### config.mk
export PLATFORM = sky130hd
export DESIGN_NAME = tio_top
export DESIGN_NICKNAME = d
export VERILOG_FILES = /design/src/tio_pkg.sv /design/src/tio_top.sv
export SDC_FILE = /design/constraint.sdc
export NUM_CORES = 1
export LEC_CHECK = 0
export BUFFER_PORTS_ARGS = -buffer_cell sky130_fd_sc_hd__buf_2
export CAP_MARGIN = 20
export CELL_PAD_IN_SITES_DETAIL_PLACEMENT = 0
export CELL_PAD_IN_SITES_GLOBAL_PLACEMENT = 1
export CORE_ASPECT_RATIO = 0.75
export CORE_MARGIN = 10
export CORE_UTILIZATION = 47
export CTS_CLUSTER_DIAMETER = 40
export DETAILED_ROUTE_END_ITERATION = 16
export PLACE_DENSITY_LB_ADDON = 0.1
export SYNTH_ARGS = -nofsm -noshare
export SYNTH_HDL_FRONTEND = slang
export SYNTH_SLANG_ARGS = --single-unit
### constraint.sdc
create_clock -name pclk -period 3.2 [get_ports pclk]
set_clock_uncertainty 0.15 [all_clocks]
set_input_delay 0.64 -clock pclk [delete_from_list [all_inputs] [get_ports pclk]]
set_output_delay 0.64 -clock pclk [all_outputs]
set_load 0.05 [all_outputs]
### src/tio_pkg.sv
/*
 * Constants for the trigger input and status output block: register map,
 * field positions, reset values, mode encodings and timing counts.
 * Assumes a 20 MHz pclk and a 32-bit APB register bus.
 */
package tio_pkg;

	// ************************************************************
	// Clock and timing
	// ************************************************************
	localparam int CLK_HZ = 20_000_000;
	localparam int CYC_PER_US = CLK_HZ / 1_000_000;
	localparam int FILTER_TIME_US = 1000;
	localparam int FILTER_CYCLES = FILTER_TIME_US * CYC_PER_US;
	localparam int LONG_PULSE_TIME_MS = 1000;
	localparam int LONG_PULSE_CYCLES = LONG_PULSE_TIME_MS * 1000 * CYC_PER_US;

	// ************************************************************
	// Register byte offsets
	// ************************************************************
	localparam logic [7:0] ADDR_CTRL = 8'h00;
	localparam logic [7:0] ADDR_OUTCMD = 8'h04;
	localparam logic [7:0] ADDR_STEP = 8'h08;
	localparam logic [7:0] ADDR_VREF = 8'h0C;
	localparam logic [7:0] ADDR_IREF = 8'h10;
	localparam logic [7:0] ADDR_VEXT = 8'h14;
	localparam logic [7:0] ADDR_IEXT = 8'h18;
	localparam logic [7:0] ADDR_STATUS = 8'h1C;
	localparam logic [7:0] ADDR_CMD = 8'h20;

	// ************************************************************
	// Control register fields
	// ************************************************************
	localparam int CTRL_TRIG_LSB = 0;
	localparam int CTRL_STATUS_OUTPUT_ONE_LSB = 4;
	localparam int CTRL_STATUS_OUTPUT_TWO_LSB = 8;
	localparam int CTRL_SEQ_EN = 12;
	localparam int CTRL_MINMAX_EN = 13;
	localparam int CMD_SOFT_RESET = 0;
	localparam int CMD_EXT_RESET = 1;

	// ************************************************************
	// Reset values
	// ************************************************************
	localparam logic [2:0] TRIG_RESET = 3'h0;
	localparam logic [3:0] SIG_RESET = 4'h0;
	localparam logic [7:0] STEP_START_RESET = 8'h0B;
	localparam logic [7:0] STEP_STOP_RESET = 8'hFF;
	localparam logic [15:0] REF_LO_RESET = 16'h0000;
	localparam logic [15:0] REF_HI_RESET = 16'hFFFF;

	// ************************************************************
	// Trigger function and status source encodings
	// ************************************************************
	typedef enum logic [2:0] {
		TRIG_OFF = 3'h0,
		TRIG_OUTPUT = 3'h1,
		TRIG_STEP = 3'h2,
		TRIG_SEQ = 3'h3,
		TRIG_LOCKOUT = 3'h4,
		TRIG_EXTREMES = 3'h5
	} tio_trig_e;

	typedef enum logic [3:0] {
		SIG_OFF = 4'h0,
		SIG_ON = 4'h1,
		SIG_OUT = 4'h2,
		SIG_MODE = 4'h3,
		SIG_SEQ = 4'h4,
		SIG_STEP = 4'h5,
		SIG_V_LO = 4'h6,
		SIG_V_HI = 4'h7,
		SIG_I_LO = 4'h8,
		SIG_I_HI = 4'h9
	} tio_sig_e;

endpackage

### src/tio_top.sv
/*
 * Trigger input and status output logic of a programmable supply,
 * with an APB register slave. Holds the input filter, the trigger
 * functions and both status output drivers.
 * Assumes measured values, regulation state, trips, panel requests and
 * sequencer state arrive on pclk; the trigger pin is asynchronous.
 */
// The placing of the registers and register access over APB were chosen for this implementation.
// Operation
// - Trigger function off ignores the input
// - Act on input change within 15 ms
// - Gating, low: output follows manual or command
// - Gating, rising edge switches output off
// - Gating, high: output held off, requests refused
// - Gating, falling edge on unless trip
// - Pulse over 1 s reloads start address
// - Short pulse falling edge advances one step
// - Start to stop, then wrap to start
// - Sequence mode only with sequence enabled
// - Sequence mode: rising edge starts run
// - Sequence mode: falling edge jumps to stop
// - Lockout mode: high disables panel controls
// - Capture while low; rising edge freezes extremes
// - Falling edge loads extremes, resumes capture
// - Trigger selection kept by save and reset
// - Status outputs: off, on, output state
// - Regulation source: low on CC or overload; here only while the output is on
// - Sequence source: low while sequence runs
// - Step source: low during flagged step dwell
// - Threshold sources compare with references
// - Second output configured independently, same behaviour
`timescale 1ns/1ps

module tio_top
	import tio_pkg::*;
#(
	parameter int FILTER_CYC = FILTER_CYCLES,
	parameter int LONG_CYC = LONG_PULSE_CYCLES
) (
	// Clock and reset
	input wire logic pclk,
	input wire logic presetn,
	// APB slave
	input wire logic psel,
	input wire logic penable,
	input wire logic pwrite,
	input wire logic [7:0] paddr,
	input wire logic [31:0] pwdata,
	output logic [31:0] prdata,
	output logic pready,
	output logic pslverr,
	// Isolated trigger pin
	input wire logic isolated_control_input,
	// Supply state
	input wire logic [15:0] meas_voltage,
	input wire logic [15:0] meas_current,
	input wire logic const_current,
	input wire logic power_overload,
	input wire logic overtemperature_trip,
	input wire logic overvoltage_trip,
	input wire logic panel_on_req,
	input wire logic panel_off_req,
	input wire logic seq_running,
	input wire logic step_signal_active,
	// Controls
	output logic power_output_on,
	output logic panel_lockout,
	output logic seq_start,
	output logic seq_stop_jump,
	output logic step_recall,
	output logic [7:0] step_address,
	output logic extremes_capture,
	// Status outputs, open collector, low is active
	output logic status_output_one_n,
	output logic status_output_two_n
);

	// ************************************************************
	// Functions
	// ************************************************************
	function automatic logic sig_active(input logic [3:0] sel,
		input logic out_on, input logic cc, input logic ovl,
		input logic run, input logic step, input logic v_lo,
		input logic v_hi, input logic i_lo, input logic i_hi);
		logic act;
		act = 1'b0;
		case (sel)
			SIG_OFF: act = 1'b0;
			SIG_ON: act = 1'b1;
			SIG_OUT: act = ~out_on;
			SIG_MODE: act = out_on & (cc | ovl);
			SIG_SEQ: act = run;
			SIG_STEP: act = step;
			SIG_V_LO: act = v_lo;
			SIG_V_HI: act = v_hi;
			SIG_I_LO: act = i_lo;
			SIG_I_HI: act = i_hi;
			default: act = 1'b0;
		endcase
		return act;
	endfunction

	// ************************************************************
	// Registers
	// ************************************************************
	logic [2:0] trig_sel_q;
	logic [3:0] status_output_one_sel_q, status_output_two_sel_q;
	logic seq_en_q, minmax_en_q;
	logic [7:0] start_q, stop_q;
	logic [15:0] vref_lo_q, vref_hi_q, iref_lo_q, iref_hi_q;
	logic [15:0] vmin_q, vmax_q, imin_q, imax_q;
	logic [1:0] sync_q;
	logic level_q, level_prev_q;
	logic [31:0] filt_cnt_q, high_cnt_q;
	logic long_done_q, primed_q;
	logic out_on_q, lockout_q, seq_start_q, seq_stop_q, recall_q;
	logic [7:0] addr_q;
	logic capture_q, status_output_one_n_q, status_output_two_n_q;
	logic [31:0] prdata_q;
	logic pready_q, pslverr_q;

	// ************************************************************
	// Bus decode
	// ************************************************************
	wire logic access = psel & penable & ~pready_q;
	wire logic wr = access & pwrite;
	wire logic hit_ctrl = paddr == ADDR_CTRL;
	wire logic hit_out = paddr == ADDR_OUTCMD;
	wire logic hit_step = paddr == ADDR_STEP;
	wire logic hit_vref = paddr == ADDR_VREF;
	wire logic hit_iref = paddr == ADDR_IREF;
	wire logic hit_vext = paddr == ADDR_VEXT;
	wire logic hit_iext = paddr == ADDR_IEXT;
	wire logic hit_stat = paddr == ADDR_STATUS;
	wire logic hit_cmd = paddr == ADDR_CMD;
	wire logic mapped = hit_ctrl | hit_out | hit_step | hit_vref |
		hit_iref | hit_vext | hit_iext | hit_stat | hit_cmd;
	wire logic soft_rst = wr & hit_cmd & pwdata[CMD_SOFT_RESET];
	wire logic ext_rst = wr & hit_cmd & pwdata[CMD_EXT_RESET];
	wire logic cmd_on = wr & hit_out & pwdata[0];
	wire logic cmd_off = wr & hit_out & ~pwdata[0];
	wire logic [31:0] status_word = {18'h0, addr_q, long_done_q,
		capture_q, lockout_q, out_on_q, level_q, sync_q[1]};
	wire logic [31:0] rd_word =
		hit_ctrl ? {18'h0, minmax_en_q, seq_en_q, status_output_two_sel_q,
			status_output_one_sel_q, 1'b0, trig_sel_q} :
		hit_out ? {31'h0, out_on_q} :
		hit_step ? {16'h0, stop_q, start_q} :
		hit_vref ? {vref_hi_q, vref_lo_q} :
		hit_iref ? {iref_hi_q, iref_lo_q} :
		hit_vext ? {vmax_q, vmin_q} :
		hit_iext ? {imax_q, imin_q} :
		hit_stat ? status_word : 32'h0;

	// ************************************************************
	// Trigger level and edges
	// ************************************************************
	// Only the filtered level is seen by the functions; the filter
	// window keeps the response inside the allowed delay
	wire logic sel_off = trig_sel_q == TRIG_OFF;
	wire logic rise = level_q & ~level_prev_q & ~sel_off;
	wire logic fall = ~level_q & level_prev_q & ~sel_off;
	wire logic high = level_q & ~sel_off;
	wire logic m_out = trig_sel_q == TRIG_OUTPUT;
	wire logic m_step = trig_sel_q == TRIG_STEP;
	wire logic m_seq = (trig_sel_q == TRIG_SEQ) & seq_en_q;
	wire logic m_lock = trig_sel_q == TRIG_LOCKOUT;
	wire logic m_ext = trig_sel_q == TRIG_EXTREMES;
	wire logic trip = overtemperature_trip | overvoltage_trip;
	wire logic long_hit = m_step & high & ~long_done_q &
		(high_cnt_q == 32'(LONG_CYC - 1));
	wire logic step_adv = m_step & fall & ~long_done_q;
	wire logic [7:0] next_addr =
		~primed_q ? start_q :
		(addr_q == stop_q) ? start_q : 8'(addr_q + 8'h01);

	// ************************************************************
	// Power output and lockout decisions
	// ************************************************************
	// Panel requests die while the panel is locked; a high gating
	// level refuses every on request until the falling edge
	wire logic lock_d = m_lock & high;
	wire logic pan_on = panel_on_req & ~lockout_q;
	wire logic pan_off = panel_off_req & ~lockout_q;
	wire logic gate_high = m_out & high;
	wire logic out_d =
		trip ? 1'b0 :
		(m_out & rise) ? 1'b0 :
		(m_out & fall) ? 1'b1 :
		gate_high ? 1'b0 :
		(cmd_off | pan_off) ? 1'b0 :
		(cmd_on | pan_on) ? 1'b1 :
		out_on_q;

	// ************************************************************
	// Extremes capture and threshold compare
	// ************************************************************
	wire logic cap_d = minmax_en_q & ~(m_ext & high);
	wire logic load_ext = (m_ext & fall) | ext_rst | soft_rst;
	wire logic v_lo = meas_voltage < vref_lo_q;
	wire logic v_hi = meas_voltage > vref_hi_q;
	wire logic i_lo = meas_current < iref_lo_q;
	wire logic i_hi = meas_current > iref_hi_q;
	wire logic status_output_one_d = sig_active(status_output_one_sel_q, out_on_q, const_current,
		power_overload, seq_running, step_signal_active,
		v_lo, v_hi, i_lo, i_hi);
	wire logic status_output_two_d = sig_active(status_output_two_sel_q, out_on_q, const_current,
		power_overload, seq_running, step_signal_active,
		v_lo, v_hi, i_lo, i_hi);

	// ************************************************************
	// APB slave
	// ************************************************************
	// One wait state: the answer comes in the second access cycle
	always_ff @(posedge pclk or negedge presetn) begin
		if (!presetn) begin
			pready_q <= 1'b0;
			pslverr_q <= 1'b0;
			prdata_q <= 32'h0;
		end else begin
			pready_q <= access;
			pslverr_q <= access & ~mapped;
			prdata_q <= (access & ~pwrite) ? rd_word : 32'h0;
		end
	end

	// ************************************************************
	// Configuration
	// ************************************************************
	// Soft reset restores settings but leaves the trigger selection
	always_ff @(posedge pclk or negedge presetn) begin
		if (!presetn) begin
			trig_sel_q <= TRIG_RESET;
		end else if (wr & hit_ctrl) begin
			trig_sel_q <= pwdata[CTRL_TRIG_LSB +: 3];
		end
	end

	always_ff @(posedge pclk or negedge presetn) begin
		if (!presetn) begin
			status_output_one_sel_q <= SIG_RESET;
			status_output_two_sel_q <= SIG_RESET;
			seq_en_q <= 1'b0;
			minmax_en_q <= 1'b0;
			start_q <= STEP_START_RESET;
			stop_q <= STEP_STOP_RESET;
			vref_lo_q <= REF_LO_RESET;
			vref_hi_q <= REF_HI_RESET;
			iref_lo_q <= REF_LO_RESET;
			iref_hi_q <= REF_HI_RESET;
		end else if (soft_rst) begin
			status_output_one_sel_q <= SIG_RESET;
			status_output_two_sel_q <= SIG_RESET;
			seq_en_q <= 1'b0;
			minmax_en_q <= 1'b0;
			start_q <= STEP_START_RESET;
			stop_q <= STEP_STOP_RESET;
			vref_lo_q <= REF_LO_RESET;
			vref_hi_q <= REF_HI_RESET;
			iref_lo_q <= REF_LO_RESET;
			iref_hi_q <= REF_HI_RESET;
		end else if (wr) begin
			if (hit_ctrl) begin
				status_output_one_sel_q <= pwdata[CTRL_STATUS_OUTPUT_ONE_LSB +: 4];
				status_output_two_sel_q <= pwdata[CTRL_STATUS_OUTPUT_TWO_LSB +: 4];
				seq_en_q <= pwdata[CTRL_SEQ_EN];
				minmax_en_q <= pwdata[CTRL_MINMAX_EN];
			end
			if (hit_step) begin
				start_q <= pwdata[7:0];
				stop_q <= pwdata[15:8];
			end
			if (hit_vref) begin
				vref_lo_q <= pwdata[15:0];
				vref_hi_q <= pwdata[31:16];
			end
			if (hit_iref) begin
				iref_lo_q <= pwdata[15:0];
				iref_hi_q <= pwdata[31:16];
			end
		end
	end

	// ************************************************************
	// Input synchroniser and filter
	// ************************************************************
	always_ff @(posedge pclk or negedge presetn) begin
		if (!presetn) begin
			sync_q <= 2'b00;
			level_q <= 1'b0;
			level_prev_q <= 1'b0;
			filt_cnt_q <= 32'h0;
		end else begin
			sync_q <= {sync_q[0], isolated_control_input};
			level_prev_q <= level_q;
			if (sync_q[1] == level_q) begin
				filt_cnt_q <= 32'h0;
			end else if (filt_cnt_q == 32'(FILTER_CYC - 1)) begin
				filt_cnt_q <= 32'h0;
				level_q <= sync_q[1];
			end else begin
				filt_cnt_q <= filt_cnt_q + 32'h1;
			end
		end
	end

	// ************************************************************
	// Step recall
	// ************************************************************
	always_ff @(posedge pclk or negedge presetn) begin
		if (!presetn) begin
			high_cnt_q <= 32'h0;
			long_done_q <= 1'b0;
			primed_q <= 1'b0;
			addr_q <= 8'h0;
			recall_q <= 1'b0;
		end else begin
			recall_q <= step_adv;
			high_cnt_q <= (m_step & high & ~long_done_q) ?
				high_cnt_q + 32'h1 : 32'h0;
			if (long_hit) begin
				long_done_q <= 1'b1;
				primed_q <= 1'b0;
				addr_q <= start_q;
			end else if (~high) begin
				long_done_q <= 1'b0;
			end
			if (step_adv) begin
				primed_q <= 1'b1;
				addr_q <= next_addr;
			end else if (soft_rst) begin
				primed_q <= 1'b0;
			end
		end
	end

	// ************************************************************
	// Controls, extremes and status outputs
	// ************************************************************
	always_ff @(posedge pclk or negedge presetn) begin
		if (!presetn) begin
			out_on_q <= 1'b0;
			lockout_q <= 1'b0;
			seq_start_q <= 1'b0;
			seq_stop_q <= 1'b0;
		end else begin
			out_on_q <= out_d;
			lockout_q <= lock_d;
			seq_start_q <= m_seq & rise;
			seq_stop_q <= m_seq & fall;
		end
	end
	always_ff @(posedge pclk or negedge presetn) begin
		if (!presetn) begin
			vmin_q <= 16'hFFFF;
			vmax_q <= 16'h0000;
			imin_q <= 16'hFFFF;
			imax_q <= 16'h0000;
			capture_q <= 1'b0;
			status_output_one_n_q <= 1'b1;
			status_output_two_n_q <= 1'b1;
		end else begin
			capture_q <= cap_d;
			status_output_one_n_q <= ~status_output_one_d;
			status_output_two_n_q <= ~status_output_two_d;
			if (load_ext) begin
				vmin_q <= meas_voltage;
				vmax_q <= meas_voltage;
				imin_q <= meas_current;
				imax_q <= meas_current;
			end else if (capture_q & cap_d) begin
				if (meas_voltage < vmin_q) vmin_q <= meas_voltage;
				if (meas_voltage > vmax_q) vmax_q <= meas_voltage;
				if (meas_current < imin_q) imin_q <= meas_current;
				if (meas_current > imax_q) imax_q <= meas_current;
			end
		end
	end

	// ************************************************************
	// Output drive
	// ************************************************************
	assign prdata = prdata_q;
	assign pready = pready_q;
	assign pslverr = pslverr_q;
	assign power_output_on = out_on_q;
	assign panel_lockout = lockout_q;
	assign seq_start = seq_start_q;
	assign seq_stop_jump = seq_stop_q;
	assign step_recall = recall_q;
	assign step_address = addr_q;
	assign extremes_capture = capture_q;
	assign status_output_one_n = status_output_one_n_q;
	assign status_output_two_n = status_output_two_n_q;

endmodule

==> key figures, run 1 <==
STA
  • Final hold viol count: 0
  • RSZ-0062 raised after global routing: no
  • Hold slack: 68.2 ps
  • Finish-stage setup viols: 0
  • Slew HR: 0.499
  • Final WS setup: 98.8 ps
  • Max-slew violations: 0
  • Period utilization: 0.969
  • Worst-Margin Slew: 746 ps
  • Fin crit period: 3100 ps
  • Fmax: 322 MHz

Floorplanning
  • Core area: 33400 um^2
  • Die W: 232 um
  • Starting density of the core: 0.474
  • Die area: 41500 um^2
  • DIE HEIGHT: 179 um
  • IO Pins: 136
  • Core Rows: 58

Worst setup path
  • Crit-path max cell delay: 550 ps
  • R2R Path Start: vref_hi_q[15]
  • Reg2reg end: status_output_two_n
  • Worst setup path class: reg -> reg
  • Crit end category: flip-flop
  • CP arrival: 3360 ps
  • CP startpoint: vref_hi_q[15]
  • CP Data Required Time: 3450 ps
  • Worst path slowest cell: or3b_2
  • Worst-path cell chain: inv_1 > ha_1 > nand3_1 > or3b_2 > or3_1 > nand4_1 > nor2_1 > nor4_1
  • R2r worst-path depth: 8
  • Crit-path max FO: 2
  • Flop2flop setup slack: 100 ps
  • Cell family with the largest share of critical-path delay: simple AND/OR/NAND/NOR gates
  • Setup crit start kind: flip-flop
  • WP buf/inv: 1

Clock tree
  • TritonCTS buffer count: 43
  • # resized after CTS: 0
  • CTS tree: built
  • Worst-path clk slew: 60 ps
  • Worst-skew pair later-pin latency: 550 ps
  • Max clock buf depth: 3
  • # H-tree levels: 2
  • Clock sinks: 277
  • Clock root buffer: clkbuf_16

Route
  • Antenna-violating nets left: 0
  • Drt total wl: 49800 um
  • DR WL/cell: 22.0 um
  • Iteration-0 DRC Markers: 1275
  • Vias: 12900
  • Drt via density: 5.72
  • DR pass1 iterations: 6
  • DRC: 0

Finish
  • Layout cells sized above 1: 0.227
  • Most common cell after layout, fill and taps aside: nand2_1
  • Nets: 1991
  • Area Growth Syn to Fin: 17.9%
  • Most frequent cells in the layout: nand2_1 (222), dfrtp_1 (200), inv_1 (143)

Place
  • GP Congestion: 0.906
  • Setup slack at placement: -29.8 ps
  • DPL Wire Length: 37300 um
  • Port buffer count: 135

GRT
  • First-pass GRT wire length: 77300 um
  • Grt ovf: 0
  • Vias in the first global route: 12800
  • Initial antenna violation count: 2
  • Largest net degree at the start of global routing: 82
  • All-Layer GR Usage: 0.240

Worst hold path
  • HP Start: isolated_control_input
  • Worst Hold Class: in -> reg
  • Hold Path Depth: 1
  • Worst Hold End: sync_q[0]

Synth
  • Ys flop type: dfrtp_1
  • Seq cells post-synth: 277
  • Number of synthesized flops with an enable pin: 0
  • Syn avg cell area: 9.78 um^2
  • Mapped Area: 15800 um^2
  • Distinct cells, synth: 81
  • Ys Warns: 0
  • Syn_nets: 1830
  • Syn Inst Count: 1617
  • Sequential share of the synthesized area: 0.444
  • Share of async-settable or async-resettable flops after synthesis: 1.00

Run status
  • Outcome: complete, no violations

Pwr
  • Internal Power: 6730 uW
  • Power per cell area: 482 nW/um^2
  • Max VDD drop: 0.000340 V
  • Combinational power share: 0.078
  • Switch share: 0.253
  • Sequential Power Share: 0.409
  • Leakage power: 0.00851 uW
  • Clk network pwr share: 0.513
  • Switching power: 2270 uW
  • Total power draw: 9000 uW

Flow run
  • Max Cap Violations: 0
layer usage:
layer	GRT usage	vias up	part of all wire
met4	0.0432	2	0.012
li1	-	6066	-
met2	0.336	409	0.41
met3	0.0528	49	0.076
met1	0.371	6413	0.50
met5	0	-	0.00026
power groups by stage:
stage                     Clock (uW)  Combinational, uW  Sequential, uW
after floorplan                    0                348            3710
after global placement             0                680            3730
after detailed placement           0                692            3730
after CTS                       4700                701            3680
after global routing            4850                784            3680
final                           4620                701            3680
synth_stat cells (5+ instances only):
library cell / number / area [um^2]
a211oi_1: 13 / 97.6
a21o_1: 16 / 120
a21oi_1: 112 / 561
a221o_1: 5 / 50.1
a222oi_1: 30 / 300
a31oi_1: 6 / 37.5
and3_1: 20 / 125
and4_1: 7 / 61.3
buf_1: 6 / 22.5
buf_2: 6 / 30.0
clkbuf_1: 46 / 173
dfrtp_1: 200 / 5000
dfstp_2: 77 / 2020
ha_1: 127 / 1590
inv_1: 143 / 537
mux2_1: 25 / 282
mux2_2: 42 / 473
mux4_2: 13 / 293
nand2_1: 222 / 833
nand2b_1: 12 / 75.1
nand3_1: 59 / 295
nand4_1: 36 / 225
nor2_1: 114 / 428
nor2b_1: 9 / 56.3
nor3_1: 22 / 110
nor3b_1: 7 / 52.6
nor4_1: 19 / 119
o211ai_1: 36 / 270
o21a_1: 6 / 45.0
o21ai_0: 32 / 160
or2_2: 5 / 31.3
xnor2_1: 39 / 342
xor2_1: 29 / 254
worst register-to-register path, delay by kind of cell, from the launching register on:
| family | cells | cell delay [ps] |
|---|---|---|
| buf+inv | 1 | 70 |
| flops | 1 | 540 |
| simple gates | 6 | 1850 |
| fa+ha+maj | 1 | 340 |
sequential cells by signal (all words and copies together) (netlist names), 2 cells and up:
register	flops
vmin_q	16
iref_lo_q	16
vref_hi_q	16
prdata	32
trig_sel_q	3
high_cnt_q	32
filt_cnt_q	32
status_output_two_sel_q	4
iref_hi_q	16
imax_q	16
vref_lo_q	16
start_q	8
sync_q	2
status_output_one_sel_q	4
vmax_q	16
imin_q	16
stop_q	8
step_address	8
cell families after synthesis:
group | synth area share
compound gates | 0.127
xor+xnor | 0.0376
fa+ha+maj | 0.100
buf+inv | 0.0517
flops | 0.444
mux | 0.0681
simple gates | 0.171
worst max path at each step:
stage	to	slack [ps]	cells after the start
2_1_floorplan	imin_q[10]	300	8
6_report	status_output_two_n	100	8
5_1_grt	status_output_two_n	70	8
3_3_place_gp	status_output_two_n	6	8
4_1_cts	status_output_two_n	170	8
3_5_place_dp	status_output_two_n	-30	8
area by class of cell:
cell class,instances,area [um^2]
flip-flops and latches,277,7030
inverters,143,537
well taps,450,563
clock inverters,24,245
repair buffers,180,1110
fillers,3007,14700
multi-input cells,1133,8000
diodes,1,2.50
clock buffers,54,1170
repair_timing:
item                      CTS  global route
hold endpoints to repair   23             0
hold buffers                1             0
buffers inserted            0             0
stage by stage:
step | TNS, ps | instance area (um^2) | utilization | instances
after detailed placement | -29.8 | 17200 | 0.516 | 2182
after CTS | 0 | 18700 | 0.559 | 2261
after floorplan | 0 | 15800 | - | 1617
after global placement | 0 | 17200 | 0.516 | 2182
after global routing | 0 | 18700 | 0.559 | 2261
final | 0 | 18700 | 0.559 | 2262
No activity file was read; power rests on OpenSTA's default activity.
==> inputs of run 2 (changes only) <==
- CTS_CLUSTER_DIAMETER: 40 -> 60
- CTS_CLUSTER_SIZE: not set -> 16
- REMOVE_ABC_BUFFERS: not set -> 1
==> run 2 against run 1 <==
Critical path depth is 1 higher. Sequential share of layout area is 0.78 points higher. Non-clock buffer count is 15 higher. Largest power group is now sequential cells. Worst setup slack worse by 25 ps. Maximum frequency fell by 0.81%. Sequential power about the same. Critical endpoint is now imin_q[7]. First-iteration DRC count grew 6.4%. Clock power is 28% lower. Die area did not move. Worst hold slack worse by 43 ps. Combinational power rose by 3.1%. Clock-buffer cell count fell by 20.
==> key figures, run 2 (synthesized netlist as in run 1, its figures left out) <==
Clock tree
  • Worst-skew pair later-pin latency: 570 ps (was 550 ps)
  • Max clock buf depth: 3 (unchanged)
  • # H-tree levels: 1 (was 2)
  • TritonCTS buffer count: 26 (was 43)
  • Post-CTS Setup Bufs: 0 (unchanged)
  • Clock root buffer: clkbuf_16 (unchanged)
  • CTS tree: built (unchanged)
  • Clock sinks: 277 (unchanged)
  • Worst-path clk slew: 70 ps (was 60 ps)

Worst hold path
  • Worst Hold Class: in -> reg (unchanged)

Route
  • Vias: 13000 (was 12900)
  • Iteration-0 DRC Markers: 1357 (was 1275)
  • DR pass1 iterations: 6 (unchanged)
  • Antenna-violating nets left: 0 (unchanged)
  • DR WL/cell: 22.0 um (about the same)
  • Drt via density: 5.77 (was 5.72)
  • DRC: 0 (unchanged)
  • Drt total wl: 49400 um (was 49800 um)

GRT
  • First-pass GRT wire length: 77800 um (was 77300 um)
  • Vias in the first global route: 13100 (was 12800)
  • Largest net degree at the start of global routing: 77 (was 82)
  • All-Layer GR Usage: 0.239 (was 0.240)
  • Initial antenna violation count: 2 (unchanged)
  • Grt ovf: 0 (unchanged)

Floorplanning
  • Core Rows: 58 (unchanged)
  • Starting density of the core: 0.474 (unchanged)
  • Core area: 33400 um^2 (unchanged)
  • IO Pins: 136 (unchanged)
  • Die W: 232 um (unchanged)
  • Die area: 41500 um^2 (unchanged)
  • DIE HEIGHT: 179 um (unchanged)

Finish
  • Final Cell Area: 18300 um^2 (was 18700 um^2)
  • Area Growth Syn to Fin: 15.5% (was 17.9%)
  • Most frequent cells in the layout: nand2_1 (222), dfrtp_1 (200), inv_1 (143) (unchanged)
  • Most common cell after layout, fill and taps aside: nand2_1 (unchanged)
  • Layout cells sized above 1: 0.223 (was 0.227)
  • Nets: 1989 (was 1991)

STA
  • Fin crit period: 3130 ps (was 3100 ps)
  • Finish-stage setup viols: 0 (unchanged)
  • Max-slew violations: 0 (unchanged)
  • Hold slack: 25.3 ps (was 68.2 ps)
  • Final hold viol count: 0 (unchanged)
  • Period utilization: 0.977 (was 0.969)
  • Worst-Margin Slew: 846 ps (was 746 ps)
  • Slew HR: 0.430 (was 0.499)
  • Fmax: 320 MHz (was 322 MHz)

Worst setup path
  • Setup crit start kind: flip-flop (unchanged)
  • CP Data Required Time: 3530 ps (was 3450 ps)
  • CP arrival: 3460 ps (was 3360 ps)
  • Worst setup path class: reg -> reg (unchanged)
  • Crit-path max FO: 8 (was 2)
  • Crit end category: flip-flop (unchanged)

Place
  • Cell Area, Placed: 17300 um^2 (was 17200 um^2)
  • Port buffer count: 135 (unchanged)
  • GP Congestion: 0.842 (was 0.906)
  • DPL Wire Length: 37200 um (was 37300 um)

Run status
  • Outcome: complete, no violations (unchanged)

Flow run
  • Max Cap Violations: 0 (unchanged)

Pwr
  • Max VDD drop: 0.000343 V (was 0.000340 V)
  • Power per cell area: 422 nW/um^2 (was 482 nW/um^2)
  • Leakage power: 0.00834 uW (was 0.00851 uW)
-- run 2: path summary, 6_finish.rpt --
path | from | endpoint | slack (ps) | cells after the start
setup / recovery | imin_q[11] | imin_q[7] | 70 | 9
hold / removal | isolated_control_input | sync_q[0] | 30 | 1
setup reg to reg | imin_q[11] | imin_q[7] | 70 | 9
hold reg to reg | sync_q[0] | sync_q[1] | 200 | 0
max in group asynchronous | presetn | start_q[1] | 1630 | 3
min in group asynchronous | presetn | prdata[25] | 460 | 2
-- run 2: worst max-delay path, stage by stage, from the launching register on --
cell     delay, ps
dfstp_2        550
inv_1           50
ha_1           300
a21oi_1        160
o21ai_0        340
a41oi_1        450
nor3_1         150
o41ai_4        320
buf_4          240
mux2_1         340
-- run 2: repair_timing --
item / in CTS / in global routing
endpoints found under the setup margin: 0 / 31
endpoints found under the hold margin: 14 / 0
resized for setup: 0 / 2
hold buffers: 1 / 0
-- run 2: cell type report --
class | instances | area [um^2]
inverters | 143 | 537
multi-input cells | 1133 | 8010
clock inverters | 14 | 164
diodes | 2 | 5.00
clock buffers | 34 | 732
well taps | 450 | 563
fillers | 3086 | 15100
repair buffers | 195 | 1240
flip-flops and latches | 277 | 7030
-- run 2: per-layer routing --
layer	vias up	share of wire	GRT usage
li1	6052	-	-
met5	-	0.00026	0
met2	405	0.41	0.344
met3	62	0.070	0.0503
met4	2	0.020	0.0484
met1	6456	0.50	0.361
-- run 2: through the flow --
stage / setup WS (ps) / total power, uW / setup TNS (ps) / utilization / cells
floorplan: -405 / 4050 / -15180 / - / 1553
detailed placement: -199 / 4440 / -4400 / 0.520 / 2197
global route: -3.66 / 8020 / -5.73 / 0.547 / 2246
CTS: 79.7 / 7780 / 0 / 0.547 / 2246
finish: 73.4 / 7720 / 0 / 0.547 / 2248
global placement: -93.9 / 4420 / -1310 / 0.520 / 2197
-- run 2: where the power goes --
part | switching, uW | internal, uW
clock | 1520 | 1810
sequential | 65.2 | 3600
combinational | 440 | 283
total | 2030 | 5690
